--- config.mk ---
export PLATFORM = sky130hd
export DESIGN_NAME = dsadc_conv_ctrl
export DESIGN_NICKNAME = d
export VERILOG_FILES = /design/src/rtl/dsadc_ctrl_pkg.sv /design/src/rtl/dsadc_conv_if.sv /design/src/rtl/dsadc_decimator.sv /design/src/rtl/dsadc_conv_ctrl.sv
export SDC_FILE = /design/constraint.sdc
export NUM_CORES = 1
export LEC_CHECK = 0
export BUFFER_PORTS_ARGS = -buffer_cell sky130_fd_sc_hd__buf_2
export CAP_MARGIN = 20
export CELL_PAD_IN_SITES_DETAIL_PLACEMENT = 0
export CELL_PAD_IN_SITES_GLOBAL_PLACEMENT = 2
export CORE_MARGIN = 5
export CORE_UTILIZATION = 40
export CTS_BUF_LIST = sky130_fd_sc_hd__clkbuf_16
export CTS_CLUSTER_SIZE = 25
export DETAILED_ROUTE_END_ITERATION = 7
export GPL_ROUTABILITY_DRIVEN = 0
export MAX_ROUTING_LAYER = met4
export PLACE_DENSITY = 0.84
export SYNTH_ARGS = -nofsm -noshare
export SYNTH_HDL_FRONTEND = slang
export SYNTH_SLANG_ARGS = --single-unit
--- constraint.sdc ---
create_clock -name clk_sys -period 8.2 [get_ports clk_sys]
set_input_delay 0.41 -clock clk_sys [delete_from_list [all_inputs] [get_ports clk_sys]]
set_output_delay 0.41 -clock clk_sys [all_outputs]
set_load 0.1 [all_outputs]
--- src/rtl/dsadc_ctrl_pkg.sv ---
// Package: constants and types for the delta-sigma conversion controller
`default_nettype none
package dsadc_ctrl_pkg;
    localparam int ADDR_W = 4;
    localparam int DATA_W = 32;
    localparam int RES_W = 12;
    localparam int RES_W_LOW = 8;
    localparam logic [ADDR_W-1:0] ADDR_CTRL = 4'h0;
    localparam logic [ADDR_W-1:0] ADDR_STATUS = 4'h1;
    localparam logic [ADDR_W-1:0] ADDR_RESULT = 4'h2;
    localparam logic [ADDR_W-1:0] ADDR_IRQ_STAT = 4'h3;
    localparam logic [ADDR_W-1:0] ADDR_IRQ_MASK = 4'h4;
    localparam logic [ADDR_W-1:0] ADDR_RATE = 4'h5;
    localparam int CTRL_START_BIT = 0;
    localparam int CTRL_EN_BIT = 1;
    localparam int CTRL_MODE_LSB = 2;
    localparam int CTRL_LOWRES_BIT = 4;
    localparam int CTRL_STOP_BIT = 5;
    localparam int STAT_DONE_BIT = 0;
    localparam int STAT_BUSY_BIT = 1;
    localparam int STAT_OVR_BIT = 2;
    localparam int IRQ_W = 2;
    localparam int IRQ_EOC_BIT = 0;
    localparam int IRQ_OVR_BIT = 1;
    localparam int PRIME_CONV = 3;
    localparam int HIST_DEPTH = 4;
    localparam int RATE_W = 16;
    localparam logic [RATE_W-1:0] RATE_RESET = 16'h0040;
    localparam logic [DATA_W-1:0] ZERO_WORD = 32'h0000_0000;
    typedef enum logic [1:0] {
        MODE_SINGLE = 2'b00,
        MODE_MULTI = 2'b01,
        MODE_CONT = 2'b10,
        MODE_TURBO = 2'b11
    } mode_type;
    typedef enum logic [1:0] {
        ST_STANDBY = 2'b00,
        ST_CONVERT = 2'b01,
        ST_HOLD = 2'b10
    } state_type;
endpackage
`default_nettype wire

--- src/rtl/dsadc_conv_if.sv ---
// Interface: conversion strobe and sample between controller and decimator
`default_nettype none
interface dsadc_conv_if #(parameter int RES_W = 12);
    logic             clear;
    logic             tick;
    logic [RES_W-1:0] sample;
    logic [RES_W-1:0] result;
    logic             ready;
    modport ctrl (output clear, output tick, output sample, input result, input ready);
    modport decim (input clear, input tick, input sample, output result, output ready);
endinterface
`default_nettype wire

--- src/rtl/dsadc_decimator.sv ---
// Decimator history: output depends on the last four conversions
`default_nettype none
module dsadc_decimator
    import dsadc_ctrl_pkg::*;
#(
    parameter int RES_W = 12,
    parameter int DEPTH = 4
) (
    input  wire logic clk_sys,
    input  wire logic rst_n,
    input  wire logic ce,
    dsadc_conv_if.decim cv
);
    localparam int SUM_W = RES_W + $clog2(DEPTH);
    localparam int CNT_W = $clog2(DEPTH + 1);
    localparam logic [CNT_W-1:0] FULL = CNT_W'(DEPTH);

    initial begin
        if (DEPTH != HIST_DEPTH) $error("decimator depth must be four");
    end

    logic [RES_W-1:0] hist_r [DEPTH];
    logic [CNT_W-1:0] fill_r;
    logic [SUM_W-1:0] sum;

    always_comb begin
        sum = '0;
        for (int i = 0; i < DEPTH; i++) begin
            sum = sum + SUM_W'(hist_r[i]);
        end
    end

    genvar g;
    generate
        for (g = 0; g < DEPTH; g++) begin : g_hist
            always_ff @(posedge clk_sys or negedge rst_n) begin
                if (!rst_n) begin
                    hist_r[g] <= '0;
                end else if (ce && cv.clear) begin
                    hist_r[g] <= '0;
                end else if (ce && cv.tick) begin
                    hist_r[g] <= (g == 0) ? cv.sample : hist_r[(g == 0) ? 0 : g - 1];
                end
            end
        end
    endgenerate

    // Count samples since the last clear; valid from the fourth
    always_ff @(posedge clk_sys or negedge rst_n) begin
        if (!rst_n) begin
            fill_r <= '0;
        end else if (ce && cv.clear) begin
            fill_r <= '0;
        end else if (ce && cv.tick && fill_r != FULL) begin
            fill_r <= fill_r + 1'b1;
        end
    end

    assign cv.result = sum[SUM_W-1 -: RES_W];
    assign cv.ready = (fill_r == FULL);
endmodule // dsadc_decimator
`default_nettype wire

--- src/rtl/dsadc_conv_ctrl.sv ---
// Top: delta-sigma conversion sequencer with register port and interrupt
//
// Operation
// - Four modes are offered: single sample, multi sample, continuous and multi sample turbo.
// - Any mode starts on the control start bit or on the hardware start input.
// - Completion sets a status bit and raises end of conversion until the result is read.
// - Results depend on the last four samples and are invalid until the fourth after a switch.
// - Single mode waits in standby, runs four conversions and reports after the fourth.
// - Single mode returns to standby once the result is read and waits for the next start.
// - Continuous mode reports after three priming periods, then every sample period.
// - Multi mode clears and re-primes the decimator between samples.
// - Multi mode starts the next sample by itself when one completes.
// - End of conversion rises after every reported result, not after priming conversions, and can drive an interrupt or DMA.
// - Results are 12 bits at the base rate or 8 bits at twice that rate.
//
// Implementation choices: the plain strobed port and the register offsets.
`default_nettype none
module dsadc_conv_ctrl
    import dsadc_ctrl_pkg::*;
#(
    parameter int RES_BITS = 12,
    parameter int RATE_BITS = 16
) (
    input  wire logic                                  clk_sys,
    input  wire logic                                  reset_n,
    input  wire logic                                  clk_en,
    input  wire logic [dsadc_ctrl_pkg::ADDR_W-1:0]      addr,
    input  wire logic [dsadc_ctrl_pkg::DATA_W-1:0]      wdata,
    input  wire logic                                  wr_stb,
    input  wire logic                                  rd_stb,
    output var  logic [dsadc_ctrl_pkg::DATA_W-1:0]      rdata,
    input  wire logic                                  soc_in,
    input  wire logic                                  dma_ack,
    input  wire logic [RES_BITS-1:0]                    mod_sample,
    output var  logic                                  mod_run,
    output var  logic                                  mod_clear,
    output var  logic                                  eoc_out,
    output var  logic                                  irq
);
    import dsadc_ctrl_pkg::*;

    initial begin
        if (RES_BITS != RES_W) $error("result width must be twelve");
        if (RATE_BITS != RATE_W) $error("rate field width must be sixteen");
    end

    localparam int PC_W = 2;
    localparam logic [PC_W-1:0] PRIME_LAST = PC_W'(PRIME_CONV);

    function automatic logic is_multi(input mode_type m);
        return (m == MODE_MULTI) || (m == MODE_TURBO);
    endfunction

    // Reset release
    logic rs1_r;
    logic rst_n;
    always_ff @(posedge clk_sys or negedge reset_n) begin
        if (!reset_n) begin
            rs1_r <= 1'b0;
            rst_n <= 1'b0;
        end else begin
            rs1_r <= 1'b1;
            rst_n <= rs1_r;
        end
    end

    dsadc_conv_if #(.RES_W(RES_BITS)) cv ();

    dsadc_decimator #(.RES_W(RES_BITS), .DEPTH(HIST_DEPTH)) dsadc_decimator_i (
        .clk_sys (clk_sys),
        .rst_n   (rst_n),
        .ce      (clk_en),
        .cv      (cv)
    );

    // Registers
    mode_type         mode_r;
    logic             en_r;
    logic             lowres_r;
    logic [RATE_W-1:0] rate_r;
    logic [IRQ_W-1:0] irq_stat_r;
    logic [IRQ_W-1:0] irq_mask_r;
    logic             done_r;
    logic             ovr_r;
    logic [RES_W-1:0] result_r;
    state_type        state_r;
    logic [RATE_W-1:0] div_r;
    logic [PC_W-1:0]  prime_r;
    logic             soc_d_r;
    logic             pend_r;

    // Decode
    wire wr_ctrl = wr_stb && addr == ADDR_CTRL;
    wire wr_istat = wr_stb && addr == ADDR_IRQ_STAT;
    wire wr_imask = wr_stb && addr == ADDR_IRQ_MASK;
    wire wr_rate = wr_stb && addr == ADDR_RATE;
    wire rd_result = rd_stb && addr == ADDR_RESULT;
    wire sw_start = wr_ctrl && wdata[CTRL_START_BIT];
    wire sw_stop = wr_ctrl && wdata[CTRL_STOP_BIT];
    wire hw_start = soc_in && !soc_d_r;
    wire start_req = (sw_start || hw_start) && en_r;
    wire result_taken = rd_result || dma_ack;
    wire conv_end = (div_r == '0);
    wire conv_tick = (state_r == ST_CONVERT) && conv_end;
    wire prime_done = (prime_r == PRIME_LAST);
    // Fourth sample lands in the history at its tick; take the result one cycle later
    wire pend_set = conv_tick && prime_done;
    wire res_valid = pend_r && cv.ready && (state_r == ST_CONVERT);
    wire [RES_W-1:0] res_mask = lowres_r ? {{RES_W_LOW{1'b1}}, {(RES_W-RES_W_LOW){1'b0}}}
                                        : {RES_W{1'b1}};
    wire [RES_W-1:0] res_val = cv.result & res_mask;
    wire eoc_event = res_valid;
    wire ovr_event = res_valid && done_r && !result_taken;
    wire [IRQ_W-1:0] irq_set = {ovr_event, eoc_event};
    wire [RATE_W-1:0] period = lowres_r ? (rate_r >> 1) : rate_r;

    // Next state
    state_type state_nxt;
    always_comb begin
        state_nxt = state_r;
        case (state_r)
            ST_STANDBY: begin
                if (start_req) state_nxt = ST_CONVERT;
            end
            ST_CONVERT: begin
                if (sw_stop || !en_r) begin
                    state_nxt = ST_STANDBY;
                end else if (res_valid && mode_r == MODE_SINGLE) begin
                    state_nxt = ST_HOLD;
                end
            end
            ST_HOLD: begin
                if (result_taken) state_nxt = ST_STANDBY;
            end
            default: state_nxt = ST_STANDBY;
        endcase
    end

    // Clear between samples in multi mode and at each start
    wire clear_now = (state_r == ST_STANDBY && start_req)
                  || (res_valid && is_multi(mode_r));

    assign cv.clear = clear_now;
    assign cv.tick = conv_tick;
    assign cv.sample = mod_sample;

    always_ff @(posedge clk_sys or negedge rst_n) begin
        if (!rst_n) begin
            state_r <= ST_STANDBY;
            soc_d_r <= 1'b0;
        end else if (clk_en) begin
            state_r <= state_nxt;
            soc_d_r <= soc_in;
        end
    end

    // Result pending after a primed conversion
    always_ff @(posedge clk_sys or negedge rst_n) begin
        if (!rst_n) begin
            pend_r <= 1'b0;
        end else if (clk_en) begin
            pend_r <= pend_set;
        end
    end

    // Conversion period counter
    always_ff @(posedge clk_sys or negedge rst_n) begin
        if (!rst_n) begin
            div_r <= '0;
        end else if (clk_en) begin
            if (state_r != ST_CONVERT || conv_end) div_r <= period;
            else div_r <= div_r - 1'b1;
        end
    end

    // Priming count: three conversions before the first result
    always_ff @(posedge clk_sys or negedge rst_n) begin
        if (!rst_n) begin
            prime_r <= '0;
        end else if (clk_en) begin
            if (clear_now) prime_r <= '0;
            else if (conv_tick && !prime_done) prime_r <= prime_r + 1'b1;
        end
    end

    // Control and configuration
    always_ff @(posedge clk_sys or negedge rst_n) begin
        if (!rst_n) begin
            mode_r <= MODE_SINGLE;
            en_r <= 1'b0;
            lowres_r <= 1'b0;
            rate_r <= RATE_RESET;
            irq_mask_r <= '0;
        end else if (clk_en) begin
            if (wr_ctrl) begin
                mode_r <= mode_type'(wdata[CTRL_MODE_LSB +: 2]);
                en_r <= wdata[CTRL_EN_BIT];
                lowres_r <= wdata[CTRL_LOWRES_BIT];
            end
            if (wr_rate) rate_r <= wdata[RATE_W-1:0];
            if (wr_imask) irq_mask_r <= wdata[IRQ_W-1:0];
        end
    end

    // Result, done flag and end of conversion; a new result beats a read
    always_ff @(posedge clk_sys or negedge rst_n) begin
        if (!rst_n) begin
            result_r <= '0;
            done_r <= 1'b0;
            ovr_r <= 1'b0;
            eoc_out <= 1'b0;
        end else if (clk_en) begin
            if (res_valid) result_r <= res_val;
            if (res_valid) begin
                done_r <= 1'b1;
                eoc_out <= 1'b1;
            end else if (result_taken) begin
                done_r <= 1'b0;
                eoc_out <= 1'b0;
            end
            if (ovr_event) ovr_r <= 1'b1;
            else if (wr_ctrl) ovr_r <= 1'b0;
        end
    end

    // Interrupt status: set wins over write-one-to-clear
    always_ff @(posedge clk_sys or negedge rst_n) begin
        if (!rst_n) begin
            irq_stat_r <= '0;
            irq <= 1'b0;
        end else if (clk_en) begin
            irq_stat_r <= (irq_stat_r & ~(wr_istat ? wdata[IRQ_W-1:0] : '0)) | irq_set;
            irq <= |(((irq_stat_r & ~(wr_istat ? wdata[IRQ_W-1:0] : '0)) | irq_set)
                     & irq_mask_r);
        end
    end

    // Modulator drive
    always_ff @(posedge clk_sys or negedge rst_n) begin
        if (!rst_n) begin
            mod_run <= 1'b0;
            mod_clear <= 1'b0;
        end else if (clk_en) begin
            mod_run <= (state_nxt == ST_CONVERT);
            mod_clear <= clear_now;
        end
    end

    // Read data
    wire [DATA_W-1:0] ctrl_word = DATA_W'({lowres_r, mode_r, en_r, 1'b0}) ;
    wire [DATA_W-1:0] stat_word = DATA_W'({ovr_r, state_r != ST_STANDBY, done_r});
    wire [DATA_W-1:0] rd_mux =
        (addr == ADDR_CTRL)     ? ctrl_word :
        (addr == ADDR_STATUS)   ? stat_word :
        (addr == ADDR_RESULT)   ? DATA_W'(result_r) :
        (addr == ADDR_IRQ_STAT) ? DATA_W'(irq_stat_r) :
        (addr == ADDR_IRQ_MASK) ? DATA_W'(irq_mask_r) :
        (addr == ADDR_RATE)     ? DATA_W'(rate_r) : ZERO_WORD;

    always_ff @(posedge clk_sys or negedge rst_n) begin
        if (!rst_n) begin
            rdata <= ZERO_WORD;
        end else if (clk_en) begin
            rdata <= rd_stb ? rd_mux : ZERO_WORD;
        end
    end
endmodule // dsadc_conv_ctrl
`default_nettype wire

### Word level (Yosys, flattened, before mapping)

Index checks and enable logic that the tools add are counted.

* add/subtract/negate cells: 6
* equality and inequality tests: 14
* multiplexer cells: 32
* bitwise operators: 5
* reduce and logical (&&, ||, !) cells: 50

Operators by type and width (number)
* 16-bit two-way mux: 9
* 12-bit two-way mux: 8
* 14-bit by 12-bit adder with 14-bit output: 2
* 1-bit logical AND: 22
* 16-bit zero test: 1
* 16-bit by 1-bit subtractor with 16-bit output (second input constant): 1
* 2-bit two-way mux: 7
* 2-bit AND reduction: 7
* 12-bit by 12-bit adder with 13-bit output: 1
* 12-bit bitwise AND: 1
* 2-bit nonzero test: 6
* 4-bit by 2-bit == test with 1-bit output (second input constant): 2
* 4-bit by 3-bit == test with 1-bit output (second input constant): 2
* 2-bit by 1-bit == test with 1-bit output (second input constant): 3
* 2-bit == test (second input constant): 3
* 1-bit logical OR: 6
* 3-bit two-way mux: 2
* 2-bit case mux with 3 select lines: 1
* 2-bit bitwise AND: 2
* 4-bit by 1-bit == test with 1-bit output (second input constant): 1
* 1-bit zero test: 4
* 2-bit zero test: 2
* 4-bit zero test: 1
* 1-bit two-way mux: 4
* other kinds (9): 9

* register bits: 148
* input port bits: 55
* output and inout bits: 36

### Longest topological paths before layout

* word-level depth: 9
* depth in mapped cells: 18
* depth with buffers taken out: 18

### Hierarchy

From an unflattened synthesis, not the netlist that was laid out.

* cell total of the unflattened synthesis: 701
* area, all modules: 7478.4 um^2

Modules (own cells, without submodules)
* dsadc_conv_ctrl: instances 1, cells an instance 412, area each 4280.4 um^2
* dsadc_decimator: instances 1, cells an instance 289, area each 3198.1 um^2

### Worst setup path after synthesis

OpenSTA, ideal clock, no wires.

* path kind: register to register
* from: register dsadc_decimator_i.hist_r[25] (netlist name)
* to: register result_r[8]
* data arrival time: 3.202 ns
* path slack: 4.902 ns
* stages on the path, launching flop included: 16
* period minus slack after synthesis: 3.298 ns
* cell sequence: dfrtp_1 ha_1 a211oi_1 nor2_1 o21a_1 nor2_1 xor2_1 fa_1 inv_1 ha_1 a21oi_1 inv_1 o2111ai_1 a21oi_1 o21a_1 o31ai_1

* longest elaborated chain between the ends: 4

RTL lines
* start: declaration: RTL line dsadc_decimator.sv:22 `logic [RES_W-1:0] hist_r [DEPTH];`
* start signal: indexed assignment: RTL line dsadc_decimator.sv:42 `hist_r[g] <= (g == 0) ? cv.sample : hist_r[(g == 0) ? 0 : g - 1];`
* 12-bit by 12-bit adder with 13-bit output: RTL line dsadc_decimator.sv:29 `sum = sum + SUM_W'(hist_r[i]);`
* 14-bit by 12-bit adder with 14-bit output (2 in a row): RTL line dsadc_decimator.sv:29
* 12-bit bitwise AND: RTL line dsadc_conv_ctrl.sv:111 `wire [RES_W-1:0] res_val = cv.result & res_mask;`
* end signal: assignment: RTL line dsadc_conv_ctrl.sv:213 `if (res_valid) result_r <= res_val;`
* end: declaration: RTL line dsadc_conv_ctrl.sv:85 `logic [RES_W-1:0] result_r;`

No other way between the ends.
A chain may end at the register's enable or synchronous reset.

### Worst setup path after layout

Ends and elaborated chain as after synthesis.

==> out/metrics.yaml <==
status: "finished clean"
cts_made_buffers: 17
worst-path-max-fanout: 4
period_minus_slack_ns: 3.74
total_power_mw: 1.74
die_x_um: 146
crit_type: "flip-flop to flip-flop"
grt_pass1_wl_um: 28400
finalClockSkew_ns: 0.00933
syn_inst: 726
tightest_slew_ns: 1.08
clock.fmax_mhz: 267
syn_avg_cell_area_um2: 10.1
antenna_cells: 0
fill_cells: 1753
final_nets: 868
yosys.cell_types.count: 63
setup_ws_ns: 4.46
pre_cts_ws_ns: 4.50
drive_gt1_share_pct: 16.4
setup_viol: 0
power_density_nw_per_um2: 208
cts.reportedPaths.clkPinSlew_ns: 0.06
grt.total_usage_pct: 16.5
synthArstFlopShare_pct: 100
area_growth_pct: 13.5
cp.required_ns: 8.52
final_area_um2: 8340
worst_setup_path_end_kind: "flip-flop"
grt_max_degree: 67
cts_tree: "yes"
ir_worst_vdd_mv: 0.142
cap_viol_max_count: 0
yosysMostFrequentCell: "dfrtp_1"
mappedNetlistArea_um2: 7350
leakagePower_nw: 3.97
post-route-period-util_pct: 45.6
synth_top_area_cell: "dfrtp_1"
numClockSinks: 132
clk_latency_ns: 0.42
start_util_pct: 40.8
synth.area.top_cells: "dfrtp_1 45%, a22o_1 6.3%, ha_1 4.8%"
slew_violations: 0
grt_overflow: 0
root_buffer: "clkbuf_16"
dp.final_hpwl_um: 11600
detail-route-antenna-nets: 0
synth_edf_count: 0
core_area_um2: 18000
placed_cell_area_um2: 7760
worst-path-buf-inv: 2
tns_ns: 0
ys_ff_latch: 132
cp_cell_sequence: "ha_1, a211oi_1, nor2_1, o21a_1, nor2_1, xor2_1, fa_1, inv_1, ha_1, a21oi_1, inv_1, o2111ai_1, a21oi_1, o21a_1, o31ai_1"
wirelength_um: 16700
finalNonFillerCells: 1014
startpoint_type: "flip-flop"
regArea_um2: 3310
maxSlewHeadroom_pct: 27.7
port_buffers: 58
post_cts_buffers: 0
rows: 49
dp_cells: 978
synth_warnings: 0
seq_area_frac_synth_pct: 45.0
multiInputGateArea_um2: 3600
synth_top_area_share_pct: 44.6
drtPass1Iterations: 5
hold_slack_ns: 0.205
crit_slowest_cell: "fa_1"
grt_pass1_vias: 5785
hp-class: "primary input to flip-flop"
cp_top_family: "compound AO/OA/AOI/OAI gates"
dieHeight_um: 146
vias: 5518
antenna_found_initial: 0
ys_top_cells_by_count: "131 x dfrtp_1, 64 x inv_1, 58 x nand2_1"
pin_count: 91
die_area_um2: 21200
viasPerCell: 5.44
finalHoldViolations: 0
utilization_pct: 46.3
rsz0062_at_grt: "false"
drt-initial-drc-count: 390
wl_per_cell_um: 16.4
drc_errors: 0
cts_buffer_depth: 2
arrival_ns: 4.07
ys.flop_type: "dfrtp_1"
slowest_delay_ns: 0.45
htreeDepth: 4
-- placed cells by master, fill, tap and decap left out, types with 5 or more instances in the layout --
master,count
nand2b_1,5
buf_4,5
o21a_1,9
a22o_1,53
o2bb2ai_1,14
nor3_1,14
o31ai_1,9
and3_1,5
ha_1,28
conb_1,17
a22oi_1,9
clkinv_2,5
a31oi_1,10
xnor2_1,11
o21ai_0,41
clkbuf_16,17
a21o_1,8
nand2_1,58
mux2_2,25
xor2_1,8
mux2i_1,12
dfrtp_1,130
a21oi_1,40
buf_2,58
inv_1,66
fa_1,13
nor2_1,28
nand3_1,12
-- cells by family after synthesis --
family,count (synthesis),share of synthesized area [%]
compound gates,223,21.3
simple gates,153,10.4
flops,132,45.0
buf+inv,119,7.17
fa+ha+maj,41,8.31
mux,37,5.47
xor+xnor,19,2.26
other cells,2,0.102
-- path summary, 6_finish.rpt --
kind | start | endpoint | slack, ns | cells after the start
worst min-delay path | mod_sample[6] | dsadc_decimator_i.hist_r[42] | 0.21 | 2
worst max-delay path | dsadc_decimator_i.hist_r[25] | result_r[8] | 4.46 | 15
worst max register to register | dsadc_decimator_i.hist_r[25] | result_r[8] | 4.46 | 15
min in group asynchronous | reset_n | rst_n | 0.30 | 2
max in group asynchronous | rst_n | ovr_r | 6.37 | 1
worst min register to register | rs1_r | rst_n | 0.35 | 0
-- power breakdown --
group          switching (mW)  leakage, nW  internal (mW)
logic                   0.170         1.96         0.0972
registers              0.0787         1.75          0.708
clock network           0.278        0.261          0.406
total                   0.527         3.97           1.21
-- repair_timing --
| action | CTS | global route |
|---|---|---|
| hold buffers | 1 | 0 |
| hold endpoints to repair | 2 | 0 |
| gates resized for setup | 0 | 0 |
-- registers in the layout, summed over array words and instances (netlist names), 2 cells and up --
name and cells:
prime_r 2, rate_r 16, irq_mask_r 2, irq_stat_r 2, result_r 12, div_r 16
rdata 16, state_r 2, dsadc_decimator_i.hist_r 48, dsadc_decimator_i.fill_r 3, mode_r 2
-- layer usage --
metal / track usage [%] / share of wire (%)
met2: 26.7 / 49
met1: 20.5 / 45
met3: 3.86 / 4.1
met5: - / 0
met4: 5.69 / 1.9
-- final cells by class --
type,count,share of cell area (%)
Clock buffer,17,5.10
Clock inverter,15,1.20
Inverter,64,2.88
Multi-Input combinational cell,490,43.2
Sequential cell,132,39.7
Tap cell,229,3.44
Timing Repair Buffer,67,4.52
No activity file was read; power rests on OpenSTA's default activity.
